[config.mk]
export PLATFORM = sky130hd
export DESIGN_NAME = thermal_presence_target
export DESIGN_NICKNAME = d
export VERILOG_FILES = /design/src/hw/tsense_pkg.sv /design/src/hw/thermal_monitor.sv /design/src/hw/presence_detect_store.sv /design/src/hw/thermal_presence_target.sv
export SDC_FILE = /design/constraint.sdc
export NUM_CORES = 2
export LEC_CHECK = 0
export ABC_AREA = 0
export BUFFER_PORTS_ARGS = -buffer_cell sky130_fd_sc_hd__buf_2
export CORE_MARGIN = 2
export CORE_UTILIZATION = 25
export CTS_CLUSTER_DIAMETER = 50
export CTS_CLUSTER_SIZE = 40
export DETAILED_ROUTE_END_ITERATION = 8
export PLACE_DENSITY_LB_ADDON = 0.2
export SYNTH_ARGS = -nofsm -noshare
export SYNTH_HDL_FRONTEND = slang
export SYNTH_SLANG_ARGS = --single-unit
export TNS_END_PERCENT = 20
[constraint.sdc]
create_clock -name clk -period 6.86 [get_ports clk]
set_input_delay 1.029 -clock clk [delete_from_list [all_inputs] [get_ports clk]]
set_output_delay 1.029 -clock clk [all_outputs]
set_load 0.02 [all_outputs]
[src/hw/tsense_pkg.sv]
// Shared constants, state types and bus addresses for the module thermal sensor
// and its presence-detect store. Assumes a 10 MHz system clock sampling a
// two-wire bus whose clock runs at up to 1 MHz.
package tsense_pkg;
    // Bus addresses; values are arbitrary
    localparam logic [6:0] SENSOR_ADDR = 7'h1c;
    localparam logic [6:0] STORE_ADDR = 7'h54;
    localparam logic [6:0] PROT_SET_ADDR = 7'h30;
    localparam logic [6:0] PROT_CLR_ADDR = 7'h32;
    localparam logic [6:0] PAGE0_ADDR = 7'h34;
    localparam logic [6:0] PAGE1_ADDR = 7'h35;

    // Sensor register pointers, 16-bit registers sent high byte first
    localparam logic [7:0] PTR_STATUS = 8'h00;
    localparam logic [7:0] PTR_CONFIG = 8'h01;
    localparam logic [7:0] PTR_HIGH = 8'h02;
    localparam logic [7:0] PTR_LOW = 8'h03;
    localparam logic [7:0] PTR_CRIT = 8'h04;
    localparam logic [7:0] PTR_HYST = 8'h05;
    localparam logic [7:0] PTR_TEMP = 8'h06;

    // Field positions
    localparam int CLR_EVENT_BIT = 0;
    localparam int CFG_EN_BIT = 2;

    // Temperature is signed, 1/16 degree per step
    localparam int TW = 13;
    localparam logic [TW-1:0] HIGH_RST = 13'h0500;
    localparam logic [TW-1:0] LOW_RST = 13'h0000;
    localparam logic [TW-1:0] CRIT_RST = 13'h05f0;
    localparam logic [TW-1:0] HYST_RST = 13'h0018;

    // Store layout
    localparam int STORE_BYTES = 512;
    localparam int BLOCK_BYTES = 128;
    localparam logic [8:0] PROT_LIMIT = 9'h180;
    localparam logic [8:0] RSVD_LO = 9'h100;
    localparam logic [8:0] RSVD_HI = 9'h13f;
    localparam logic [7:0] FACTORY_SEED = 8'h5a;
    localparam logic [7:0] BLANK_BYTE = 8'hff;

    // Conversion period
    localparam int CLK_MHZ = 10;
    localparam int CONV_TIME_US = 1000;
    localparam int CONV_CYCLES = CONV_TIME_US * CLK_MHZ;
    localparam int DIV_W = 16;

    typedef enum logic [1:0] {EV_INTERRUPT, EV_COMPARATOR, EV_CRIT_ONLY} ev_mode_t;
    typedef enum logic [2:0] {I_IDLE, I_ADDR, I_WACK, I_WDATA, I_RDATA, I_RACK} i2c_st_t;
    typedef enum logic [1:0] {TG_NONE, TG_SENSOR, TG_STORE, TG_CTRL} target_t;

    typedef struct packed {
        ev_mode_t mode;
        logic ev_en;
        logic [TW-1:0] high;
        logic [TW-1:0] low;
        logic [TW-1:0] crit;
        logic [TW-1:0] hyst;
    } sense_cfg_t;

    typedef struct packed {
        logic [DIV_W-1:0] div;
        logic [TW-1:0] temp;
        logic window_prev;
        logic latch;
        logic crit;
        logic event_on;
    } mon_state_t;

    typedef struct packed {
        logic [9:0] fill;
        logic busy;
        logic [7:0] rd;
    } store_state_t;

    typedef struct packed {
        logic scl_s1;
        logic scl_s2;
        logic scl_p;
        logic sda_s1;
        logic sda_s2;
        logic sda_p;
        i2c_st_t st;
        target_t tg;
        logic rw;
        logic [3:0] cnt;
        logic [7:0] sh;
        logic [1:0] bidx;
        logic [7:0] ptr;
        logic [7:0] hold;
        logic [7:0] lo_byte;
        logic half;
        logic nack;
        logic page;
        logic [7:0] off;
        logic wp;
        logic sda_oe;
        logic clr;
        logic wr_en;
        logic [8:0] wr_addr;
        logic [7:0] wr_data;
        sense_cfg_t cfg;
    } top_state_t;
endpackage : tsense_pkg

[src/hw/thermal_monitor.sv]
// Periodic temperature capture and event generation.
// Assumes temp_raw is a signed reading from an on-chip converter on clk.
`timescale 1ns/1ps
module thermal_monitor #(
    parameter int CONV_CYCLES = tsense_pkg::CONV_CYCLES
) (
    // Clock and reset
    input wire logic clk,
    input wire logic rst_n,
    // Converter and configuration
    input wire logic [tsense_pkg::TW-1:0] temp_raw,
    input wire tsense_pkg::sense_cfg_t cfg,
    input wire logic clear_event,
    // State seen by the bus side
    output logic [tsense_pkg::TW-1:0] temp,
    output logic above_high,
    output logic below_low,
    output logic above_crit,
    output logic event_on
);
    tsense_pkg::mon_state_t q;
    tsense_pkg::mon_state_t d;
    logic tick;
    logic outside;
    logic signed [tsense_pkg::TW:0] crit_rel;

    always_comb begin
        d = q;
        tick = (q.div == tsense_pkg::DIV_W'(CONV_CYCLES - 1));
        d.div = tick ? '0 : q.div + 1'b1;
        if (tick) begin
            d.temp = temp_raw;
        end
        above_high = $signed(q.temp) > $signed(cfg.high);
        below_low = $signed(q.temp) < $signed(cfg.low);
        outside = above_high | below_low;
        // Release point sits below the limit; one extra bit keeps it from wrapping
        crit_rel = $signed({cfg.crit[tsense_pkg::TW-1], cfg.crit}) - $signed({1'b0, cfg.hyst});
        if ($signed(q.temp) > $signed(cfg.crit)) begin
            d.crit = 1'b1;
        end else if ($signed({q.temp[tsense_pkg::TW-1], q.temp}) < crit_rel) begin
            d.crit = 1'b0;
        end
        d.window_prev = outside;
        // A fresh crossing in the clear cycle still sets the latch
        if (clear_event || cfg.mode != tsense_pkg::EV_INTERRUPT) begin
            d.latch = 1'b0;
        end
        if (outside && !q.window_prev && cfg.mode == tsense_pkg::EV_INTERRUPT) begin
            d.latch = 1'b1;
        end
        case (cfg.mode)
            tsense_pkg::EV_INTERRUPT: d.event_on = q.latch | q.crit;
            tsense_pkg::EV_COMPARATOR: d.event_on = outside | q.crit;
            tsense_pkg::EV_CRIT_ONLY: d.event_on = q.crit;
            default: d.event_on = 1'b0;
        endcase
        d.event_on = d.event_on & cfg.ev_en;
    end

    always_ff @(posedge clk or negedge rst_n) begin
        if (!rst_n) begin
            q <= '0;
        end else begin
            q <= d;
        end
    end

    assign temp = q.temp;
    assign above_crit = q.crit;
    assign event_on = q.event_on;
endmodule : thermal_monitor

[src/hw/presence_detect_store.sv]
// Byte store behind the presence-detect target, with lower-region protection.
// Content is loaded from a fixed pattern after reset, standing in for the
// nonvolatile array; reads are registered one cycle after the address.
`timescale 1ns/1ps
module presence_detect_store #(
    parameter int BYTES = tsense_pkg::STORE_BYTES
) (
    // Clock and reset
    input wire logic clk,
    input wire logic rst_n,
    // Read port
    input wire logic [8:0] rd_addr,
    output logic [7:0] rd_data,
    // Write port
    input wire logic wr_en,
    input wire logic [8:0] wr_addr,
    input wire logic [7:0] wr_data,
    input wire logic wp_lower,
    output logic ready
);
    logic [7:0] mem [BYTES];
    tsense_pkg::store_state_t q;
    tsense_pkg::store_state_t d;
    logic [8:0] fill_addr;
    logic [7:0] fill_byte;
    logic wr_ok;

    always_comb begin
        d = q;
        fill_addr = q.fill[8:0];
        // Factory image below the protection limit, blank customer area above
        if (fill_addr < tsense_pkg::PROT_LIMIT) begin
            fill_byte = fill_addr[7:0] ^ tsense_pkg::FACTORY_SEED;
        end else begin
            fill_byte = tsense_pkg::BLANK_BYTE;
        end
        if (fill_addr >= tsense_pkg::RSVD_LO && fill_addr <= tsense_pkg::RSVD_HI) begin
            fill_byte = 8'h00;
        end
        if (q.busy) begin
            d.fill = q.fill + 10'h001;
            d.busy = (q.fill != 10'(BYTES - 1));
        end
        // Protected writes are dropped silently
        wr_ok = wr_en && !q.busy && !(wp_lower && wr_addr < tsense_pkg::PROT_LIMIT);
        if (rd_addr >= tsense_pkg::RSVD_LO && rd_addr <= tsense_pkg::RSVD_HI) begin
            d.rd = 8'h00;
        end else begin
            d.rd = mem[rd_addr];
        end
    end

    always_ff @(posedge clk) begin
        if (q.busy) begin
            mem[fill_addr] <= fill_byte;
        end else if (wr_ok) begin
            mem[wr_addr] <= wr_data;
        end
    end

    always_ff @(posedge clk or negedge rst_n) begin
        if (!rst_n) begin
            q <= '{fill: 10'h000, busy: 1'b1, rd: 8'h00};
        end else begin
            q <= d;
        end
    end

    assign rd_data = q.rd;
    assign ready = !q.busy;
endmodule : presence_detect_store

[src/hw/thermal_presence_target.sv]
// Two-wire bus target carrying a thermal sensor and a presence-detect store.
// Assumes scl and sda come from pins with external pull-ups; both are
// oversampled by clk, so the bus clock must stay well below clk/8.
`timescale 1ns/1ps
module thermal_presence_target #(
    parameter int CONV_CYCLES = tsense_pkg::CONV_CYCLES
) (
    // Clock and reset
    input wire logic clk,
    input wire logic nrst,
    // Two-wire bus, open drain
    input wire logic scl_i,
    input wire logic sda_i,
    output logic sda_o,
    output logic sda_oe,
    // Event pin, open drain
    output logic event_o,
    output logic event_oe,
    // Converter input
    input wire logic [tsense_pkg::TW-1:0] temp_raw,
    // Status
    output logic wp_active,
    output logic store_ready
);
    logic [1:0] rst_sync;
    logic rst_n;
    tsense_pkg::top_state_t q;
    tsense_pkg::top_state_t d;
    logic scl_rise;
    logic scl_fall;
    logic start_seen;
    logic stop_seen;
    logic [6:0] addr_in;
    logic [15:0] reg_word;
    logic [15:0] wr_word;
    logic [tsense_pkg::TW-1:0] temp;
    logic above_high;
    logic below_low;
    logic above_crit;
    logic event_on;
    logic [7:0] store_rd;
    logic [7:0] next_byte;

    // Reset released through two flops
    always_ff @(posedge clk or negedge nrst) begin
        if (!nrst) begin
            rst_sync <= 2'b00;
        end else begin
            rst_sync <= {rst_sync[0], 1'b1};
        end
    end
    assign rst_n = rst_sync[1];

    thermal_monitor #(
        .CONV_CYCLES(CONV_CYCLES)
    ) u_monitor (
        .clk(clk),
        .rst_n(rst_n),
        .temp_raw(temp_raw),
        .cfg(q.cfg),
        .clear_event(q.clr),
        .temp(temp),
        .above_high(above_high),
        .below_low(below_low),
        .above_crit(above_crit),
        .event_on(event_on)
    );

    presence_detect_store u_store (
        .clk(clk),
        .rst_n(rst_n),
        .rd_addr({q.page, q.off}),
        .rd_data(store_rd),
        .wr_en(q.wr_en),
        .wr_addr(q.wr_addr),
        .wr_data(q.wr_data),
        .wp_lower(q.wp),
        .ready(store_ready)
    );

    function automatic logic [15:0] sext(input logic [tsense_pkg::TW-1:0] v);
        return {{(16 - tsense_pkg::TW){v[tsense_pkg::TW-1]}}, v};
    endfunction : sext

    // Register image for the sensor pointer
    always_comb begin
        case (q.ptr)
            tsense_pkg::PTR_STATUS: reg_word = {12'h000, above_crit, below_low, above_high,
                                                event_on};
            tsense_pkg::PTR_CONFIG: reg_word = {13'h0000, q.cfg.ev_en, q.cfg.mode};
            tsense_pkg::PTR_HIGH: reg_word = sext(q.cfg.high);
            tsense_pkg::PTR_LOW: reg_word = sext(q.cfg.low);
            tsense_pkg::PTR_CRIT: reg_word = sext(q.cfg.crit);
            tsense_pkg::PTR_HYST: reg_word = sext(q.cfg.hyst);
            // Flags ride in the top bits so one read gives temperature and state
            tsense_pkg::PTR_TEMP: reg_word = {above_crit, above_high, below_low, temp};
            default: reg_word = 16'h0000;
        endcase
    end

    // Byte to send next; the low sensor byte comes from the snapshot
    always_comb begin
        if (q.tg == tsense_pkg::TG_STORE) begin
            next_byte = store_rd;
        end else if (q.tg == tsense_pkg::TG_SENSOR) begin
            next_byte = q.half ? q.lo_byte : reg_word[15:8];
        end else begin
            next_byte = 8'h00;
        end
    end

    assign scl_rise = q.scl_s2 & ~q.scl_p;
    assign scl_fall = ~q.scl_s2 & q.scl_p;
    assign start_seen = q.scl_s2 & q.scl_p & q.sda_p & ~q.sda_s2;
    assign stop_seen = q.scl_s2 & q.scl_p & ~q.sda_p & q.sda_s2;
    assign addr_in = q.sh[7:1];
    assign wr_word = {q.hold, q.sh};

    always_comb begin
        d = q;
        // Two-flop synchronisers; the second stage and its one-cycle delayed copy feed logic, never the first
        d.scl_s1 = scl_i;
        d.scl_s2 = q.scl_s1;
        d.scl_p = q.scl_s2;
        d.sda_s1 = sda_i;
        d.sda_s2 = q.sda_s1;
        d.sda_p = q.sda_s2;
        d.clr = 1'b0;
        d.wr_en = 1'b0;

        if (scl_rise && q.st != tsense_pkg::I_IDLE) begin
            d.cnt = q.cnt + 4'h1;
            if (q.st == tsense_pkg::I_ADDR || q.st == tsense_pkg::I_WDATA) begin
                d.sh = {q.sh[6:0], q.sda_s2};
            end
            if (q.st == tsense_pkg::I_RACK) begin
                d.nack = q.sda_s2;
            end
        end

        if (scl_fall) begin
            case (q.st)
                tsense_pkg::I_ADDR: begin
                    if (q.cnt == 4'd8) begin
                        d.rw = q.sh[0];
                        d.tg = tsense_pkg::TG_NONE;
                        // Anything not ours is left alone for other targets
                        if (addr_in == tsense_pkg::SENSOR_ADDR) begin
                            d.tg = tsense_pkg::TG_SENSOR;
                        end else if (addr_in == tsense_pkg::STORE_ADDR && store_ready) begin
                            d.tg = tsense_pkg::TG_STORE;
                        end else if (!q.sh[0]) begin
                            case (addr_in)
                                tsense_pkg::PROT_SET_ADDR: begin
                                    d.tg = tsense_pkg::TG_CTRL;
                                    d.wp = 1'b1;
                                end
                                tsense_pkg::PROT_CLR_ADDR: begin
                                    d.tg = tsense_pkg::TG_CTRL;
                                    d.wp = 1'b0;
                                end
                                tsense_pkg::PAGE0_ADDR: begin
                                    d.tg = tsense_pkg::TG_CTRL;
                                    d.page = 1'b0;
                                end
                                tsense_pkg::PAGE1_ADDR: begin
                                    d.tg = tsense_pkg::TG_CTRL;
                                    d.page = 1'b1;
                                end
                                default: d.tg = tsense_pkg::TG_NONE;
                            endcase
                        end
                        if (d.tg == tsense_pkg::TG_NONE) begin
                            d.st = tsense_pkg::I_IDLE;
                        end else begin
                            d.st = tsense_pkg::I_WACK;
                            d.sda_oe = 1'b1;
                            d.bidx = 2'd0;
                            d.half = 1'b0;
                        end
                    end
                end
                tsense_pkg::I_WACK: begin
                    d.cnt = 4'd0;
                    if (q.rw) begin
                        d.st = tsense_pkg::I_RDATA;
                        d.sh = next_byte;
                        d.sda_oe = ~next_byte[7];
                        if (q.tg == tsense_pkg::TG_SENSOR) begin
                            // Snapshot keeps both halves from one conversion
                            d.lo_byte = q.half ? q.lo_byte : reg_word[7:0];
                            d.half = ~q.half;
                        end else begin
                            d.off = q.off + 8'h01;
                        end
                    end else begin
                        d.st = tsense_pkg::I_WDATA;
                        d.sda_oe = 1'b0;
                    end
                end
                tsense_pkg::I_WDATA: begin
                    if (q.cnt == 4'd8) begin
                        d.st = tsense_pkg::I_WACK;
                        d.sda_oe = 1'b1;
                        if (q.bidx != 2'd2) begin
                            d.bidx = q.bidx + 2'd1;
                        end
                        if (q.tg == tsense_pkg::TG_STORE) begin
                            if (q.bidx == 2'd0) begin
                                d.off = q.sh;
                            end else begin
                                d.wr_en = 1'b1;
                                d.wr_addr = {q.page, q.off};
                                d.wr_data = q.sh;
                                d.off = q.off + 8'h01;
                            end
                        end else if (q.tg == tsense_pkg::TG_SENSOR) begin
                            if (q.bidx == 2'd0) begin
                                d.ptr = q.sh;
                            end else if (q.bidx == 2'd1) begin
                                d.hold = q.sh;
                            end else begin
                                d.bidx = 2'd1;
                                case (q.ptr)
                                    tsense_pkg::PTR_STATUS: begin
                                        d.clr = wr_word[tsense_pkg::CLR_EVENT_BIT];
                                    end
                                    tsense_pkg::PTR_CONFIG: begin
                                        d.cfg.ev_en = wr_word[tsense_pkg::CFG_EN_BIT];
                                        if (wr_word[1:0] != 2'b11) begin
                                            d.cfg.mode = tsense_pkg::ev_mode_t'(wr_word[1:0]);
                                        end
                                    end
                                    tsense_pkg::PTR_HIGH: d.cfg.high = wr_word[tsense_pkg::TW-1:0];
                                    tsense_pkg::PTR_LOW: d.cfg.low = wr_word[tsense_pkg::TW-1:0];
                                    tsense_pkg::PTR_CRIT: d.cfg.crit = wr_word[tsense_pkg::TW-1:0];
                                    tsense_pkg::PTR_HYST: d.cfg.hyst = wr_word[tsense_pkg::TW-1:0];
                                    default: d.clr = 1'b0;
                                endcase
                            end
                        end
                    end
                end
                tsense_pkg::I_RDATA: begin
                    if (q.cnt == 4'd8) begin
                        d.st = tsense_pkg::I_RACK;
                        d.sda_oe = 1'b0;
                    end else begin
                        d.sh = {q.sh[6:0], 1'b0};
                        d.sda_oe = ~q.sh[6];
                    end
                end
                tsense_pkg::I_RACK: begin
                    if (q.nack) begin
                        d.st = tsense_pkg::I_IDLE;
                    end else begin
                        d.st = tsense_pkg::I_RDATA;
                        d.cnt = 4'd0;
                        d.sh = next_byte;
                        d.sda_oe = ~next_byte[7];
                        if (q.tg == tsense_pkg::TG_SENSOR) begin
                            d.lo_byte = q.half ? q.lo_byte : reg_word[7:0];
                            d.half = ~q.half;
                        end else begin
                            d.off = q.off + 8'h01;
                        end
                    end
                end
                default: d.st = q.st;
            endcase
        end

        // A repeated start keeps the pointer and store offset
        if (start_seen) begin
            d.st = tsense_pkg::I_ADDR;
            d.cnt = 4'd0;
            d.sda_oe = 1'b0;
            d.half = 1'b0;
        end else if (stop_seen) begin
            d.st = tsense_pkg::I_IDLE;
            d.sda_oe = 1'b0;
        end
    end

    always_ff @(posedge clk or negedge rst_n) begin
        if (!rst_n) begin
            q <= '0;
            q.scl_s1 <= 1'b1;
            q.scl_s2 <= 1'b1;
            q.scl_p <= 1'b1;
            q.sda_s1 <= 1'b1;
            q.sda_s2 <= 1'b1;
            q.sda_p <= 1'b1;
            q.cfg <= '{mode: tsense_pkg::EV_INTERRUPT, ev_en: 1'b1,
                       high: tsense_pkg::HIGH_RST, low: tsense_pkg::LOW_RST,
                       crit: tsense_pkg::CRIT_RST, hyst: tsense_pkg::HYST_RST};
        end else begin
            q <= d;
        end
    end

    assign sda_o = 1'b0;
    assign sda_oe = q.sda_oe;
    // Only the monitor's flop drives the event pin; the store has no path here
    assign event_o = 1'b0;
    assign event_oe = event_on;
    assign wp_active = q.wp;
endmodule : thermal_presence_target

[Word level (Yosys, flattened, before mapping)]
Memory sizes are Yosys's and may differ from the RTL's.
Index checks and enable logic that the tools add are counted.
Word-level totals
  bits in writable memories: 4096
  register bits: 191
  input bits: 17
  memories kept: 1
  logic and storage cells: 284
  ROM bits: 0
  latch bits: 0
Memories
  u_store.mem: words 512, bits a word 8, rd ports 1, clocked after memory_dff 0, write ports 1, line presence_detect_store.sv:21  | logic [7:0] mem [BYTES];
Operators by class
  bitwise operators: 25
  div/mod/pow operators: 0
  mux-type cells: 107
  reduce and logical (&&, ||, !) cells: 52
  $add $sub $neg: 6
  order comparisons: 10
  equal/unequal tests: 42
  multipliers: 0
  shift operators: 0
Operator list (count)
  two-way mux 55 bit: 4
  two-way mux 8 bit: 20
  two-way mux 75 bit: 2
  one-hot mux 16 bit (7 select lines): 1
  two-way mux 18 bit: 5
  two-way mux 74 bit: 1
  two-way mux 13 bit: 4
  one-hot mux 8 bit (3 select lines): 2
  two-way mux 45 bit: 1
  AND reduction 8 bit: 5
  two-way mux 9 bit: 4
  two-way mux 16 bit: 2
  equality test 7 x 6 -> 1 bit, second input constant: 4
  two-way mux 2 bit: 14
  greater-than comparator 13 bit: 2
  two-way mux 1 bit: 26
  equality test 8 x 3 -> 1 bit, second input constant: 3
  two-way mux 12 bit: 2
  two-way mux 3 bit: 8
  AND reduction 6 bit: 4
  AND reduction 7 bit: 3
  >= comparator 9 bit, second input constant: 2
  less-or-equal comparator 9 bit, second input constant: 2
  < comparator 9 bit, second input constant: 2
  other kinds (55): 119

[Depth between registers and ports, before layout]
  word-level depth: 16
  gate-level depth with buffers: 18
  depth with buffers taken out: 18

[Modules after synthesis]
Synthesis repeated with hierarchy kept, for this count alone.
Unflattened totals
  cell total of the unflattened synthesis: 7350
  area total of the unflattened synthesis: 150610.7 um^2
By module, submodules not included
  presence_detect_store: seq. area each 108099.9 um^2, area each 140466.0 um^2, times used 1, cells an instance 6381
  thermal_presence_target: seq. area each 3424.5 um^2, area each 6782.8 um^2, times used 1, cells an instance 589
  thermal_monitor: seq. area each 825.8 um^2, area each 3362.0 um^2, times used 1, cells an instance 380

[Worst setup path after synthesis]
No wires, ideal clock.
  path kind: register to register
  from: reg u_store.q[8] (netlist bit)
  to: mem u_store.mem[0][0] (data pin)
  setup time: 4255 ps
  buffers on the path: 3
  cell stages (with the launch flop): 8
  path slack: -19512 ps
  required time: 2605 ps
  clock period less this slack: 26372 ps
  data arrival time: 22117 ps
  cell sequence: dfstp_2 > clkbuf_1 > inv_2 > nand2_1 > a21oi_1 > clkbuf_1 > clkbuf_1 > o31ai_1
On the way
  longest elaborated chain between the ends: 8
Ends and longest elaborated chain
  start: declaration: line presence_detect_store.sv:22  | tsense_pkg::store_state_t q;
  start signal: assignment: line presence_detect_store.sv:63  | q <= '{fill: 10'h000, busy: 1'b1, rd: 8'h00};
  logical NOT 1 bit
  via store_ready: line thermal_presence_target.sv:23  | output logic store_ready
  logical AND 1 bit (2 in a row): line presence_detect_store.sv:45  | wr_ok = wr_en && !q.busy && !(wp_lower && wr_addr < tsense_pkg::PROT_LIMIT);
  two-way mux 1 bit: line presence_detect_store.sv:56  | end else if (wr_ok) begin
  two-way mux 1 bit: line presence_detect_store.sv:54  | if (q.busy) begin
  two-way mux 1 bit (implied by the code): line presence_detect_store.sv:57  | mem[wr_addr] <= wr_data;
  OR reduction 8 bit (no source line)
  two-way mux 8 bit (no source line)
  end: declaration: line presence_detect_store.sv:21
The timed path passes the listed nets, and every way through them passes these cells.

==> results.md <==
* Util after Layout at 29.3%
* Worst-Margin Slew at 1.47 ns
* GRT Resource Usage Total at 14.9%
* WP data arrival at roughly 6.3 ns
* Clk Latency, worst-skew pair at roughly 1.1 ns
* Core footprint at around 0.68 mm2
* RSZ-0062 raised after global routing: false
* Initial Utilization at between 20% and 30%
* Crit-path max FO at 43
* Root Driver: clkbuf_16
* Total power at 55.1 mW
* Buffers on Ports at 20
* Leading area contributor after synthesis: edfxtp_1
* Cell area after placement at 0.181 mm2
* CTS-repair resized insts at 0
* Hold Vio Cnt, Final at 0
* Global-route wire length before repair at 726000 um
* Fmax at between 0.15 and 0.2 GHz
* Site Rows at 302
* Area of the die at between 0.6 and 0.7 mm2
* Peak supply drop at 0.228 mV
* Power Density at approximately 280 mW/mm2
* Vias in the first global route at ~87000
* Design Area, Final at 0.198 mm2
* Final critical-path share of the clock period at 77.5%
* Max-Cap Viols at 1
* Setup violators final at 0
* CTS clk-pin slew, worst paths at about 0.06 ns
* Setup WS pre-CTS at between 1 and 1.5 ns
* Cell count after synthesis at 8234
* Yosys cell types at 81
* Status: finished, violations left
* Most common cell after layout, fill and taps aside: edfxtp_1
* Antenna violations before repair at 40
* Cells after DPL at 17000
* IO Pins at 23
* Crit path launch type: register
* Hold_ws at 0.154 ns
* Critical Setup Path Class: reg2reg
* Area delta synth->final at 16.7%
* Crit. End Element: register
* Number of setup buffers added after CTS at 0
* Total congestion overflow at 0
* Period minus WS final at 5.32 ns
* Average routed wire per standard cell at 29.3 um
* Failing checks: max-capacitance violations
* Post-DRT Antenna Nets at 0
* DR iter-0 viols at about 8600
* P_leak at just under 60 nW
* Final Max Tran Viols at 0
* Area contributors post-synth: edfxtp_1 73%, mux4_2 14%, dfrtp_1 2.5%
* Setup ws final at 1.54 ns
* Share of cells above drive strength 1 at 26.6%
* Vias per cell at 4.72
* Pin count of the biggest net entering global routing at 193
* Register area at 0.128 mm2
* Fillers at between 60000 and 70000
* Setup_tns at 0 ns
* Synthesized area per cell at between 20 and 25 um2
* DP HPWL at 322000 um
* Final Net Count at 8571
* Clock buffer depth at 4
* Remaining DRCs at 0
* Top cell type's share of synthesized area at 72.6%
* Final Non-Filler Cells at roughly 18000
* Top_reg_cell synth: edfxtp_1
* Clock Sinks at approximately 4300
* Height of the die at 827 um
* Worst-case clock skew at 0.131 ns
* Via count at 84300
* Mapped cell area at 0.169 mm2
* Multi-input gate area at 0.0394 mm2
* Synth Register Bits at 4284
* Synth async-reset ratio at 4.39%
* Hold Crit Class: in2reg
* # H-tree levels at 5
* Sequential cell area fraction in the yosys report at 75.4%
* CTS tree: done
* Final GP Congestion at 0.791
* TritonCTS buffer count at 462
* Crit path required time at approximately 7.8 ns
* TritonRoute pass-1 iters at 7
* Relative slew slack at 1.38%
* EDFF count, synth at 4096
* Most frequent cells in the layout: 4096 x edfxtp_1, 1081 x mux4_2, 618 x nor2_1
* Die W at around 830 um
* Yosys warns at 0
* Total Wirelength at 523000 um
logic make-up (layout without fill, tap and decap cells):
group                      Yosys count  after routing  synth area share (%)
and+or+nand+nor                   1143           1143                  2.92
muxes                             1460           1460                  16.7
xor gates and xnor gates            37             37                 0.191
adders and majority gates           77             77                 0.573
AOI/OAI and AO/OA                  667            667                  2.60
DFF                               4284           4284                  75.4
buffers and inverters              564           1218                  1.64
other                                2             12               0.00443
synthesized netlist by cell type, drive strengths merged, types with 6 or more instances:
library cell,number
o211ai,10
edfxtp,4096
dfrtp,170
nand2b,26
o21a,17
ha,76
mux2i,285
xor2,20
dfstp,18
o22ai,60
inv,72
o22a,6
nand2,239
a22oi,81
clkbuf,231
o31ai,11
a31oi,22
o21ai,149
buf,260
a21o,19
nand3b,9
and2,34
nor3,34
a21oi,125
nand3,51
xnor2,17
a211oi,49
and3,10
nor2,626
a221oi,35
or3,16
nand4,26
mux2,94
a2111oi,8
mux4,1081
nor4,16
a222oi,9
nor2b,32
a32oi,7
or2,9
o221ai,12
power breakdown:
part | internal [mW] | leakage (nW) | switching [mW]
Clock | 14.7 | 7.87 | 11.9
Combinational | 0.0627 | 10.5 | 0.143
Sequential | 28.2 | 40.8 | 0.113
Total | 42.9 | 59.2 | 12.1
state kept, by name, indices dropped and copies added, names as in the netlist, 4 cells and up, named ones only:
register           count
u_store.rd_data        8
addr_in                7
u_store.fill_addr      9
u_monitor.temp        13
d                      4
u_store.mem         4096
q                    113
u_monitor.q           18
final timing paths:
kind | startpoint | slack (ns) | cells after the start | to
worst max-delay path | q[77] | 1.54 | 9 | u_store.rd_data[4]
worst min-delay path | sda_i | 0.15 | 1 | d[132]
worst max register to register | q[77] | 1.54 | 9 | u_store.rd_data[4]
worst min register to register | rst_sync[0] | 0.36 | 0 | rst_sync[1]
max in group asynchronous | rst_sync[1] | 5.27 | 1 | q[5]
min in group asynchronous | nrst | 0.37 | 2 | rst_sync[1]
critical path: stages (launching register included):
cell     delay (ns)
dfrtp_4        1.18
buf_12         0.37
buf_4          0.38
mux4_2         0.26
mux2i_1        0.18
o22ai_1        0.74
o22ai_1        0.19
a21oi_1        0.84
o21ai_0        0.74
nand3_1        0.28
layer usage:
metal  global-route usage, %  part of all wire [%]  vias up  routed length, um
li1                        -                     -    34600                  -
met1                    20.6                    44    46300             228000
met2                    24.6                    48     2677             251000
met3                    2.23                   5.6      663              29200
met4                    3.82                   2.8        2              14700
met5                       0                0.0023        -                 12
timing repair:
action | CTS | global route
hold buffers | 1 | 0
endpoints found under the hold margin | 2 | 0
setup endpoints to repair | 0 | 0
area by class of cell:
type | count | share of cell area (%)
inverter | 73 | 0.146
clock inverter | 394 | 2.40
sequential | 4284 | 64.6
tap | 8968 | 5.68
timing repair buffer | 269 | 1.34
antenna | 9 | 0.0114
multi-input combinational | 3387 | 19.9
clock buffer | 482 | 5.90
Note: power is estimated with default switching activity, not from simulation.
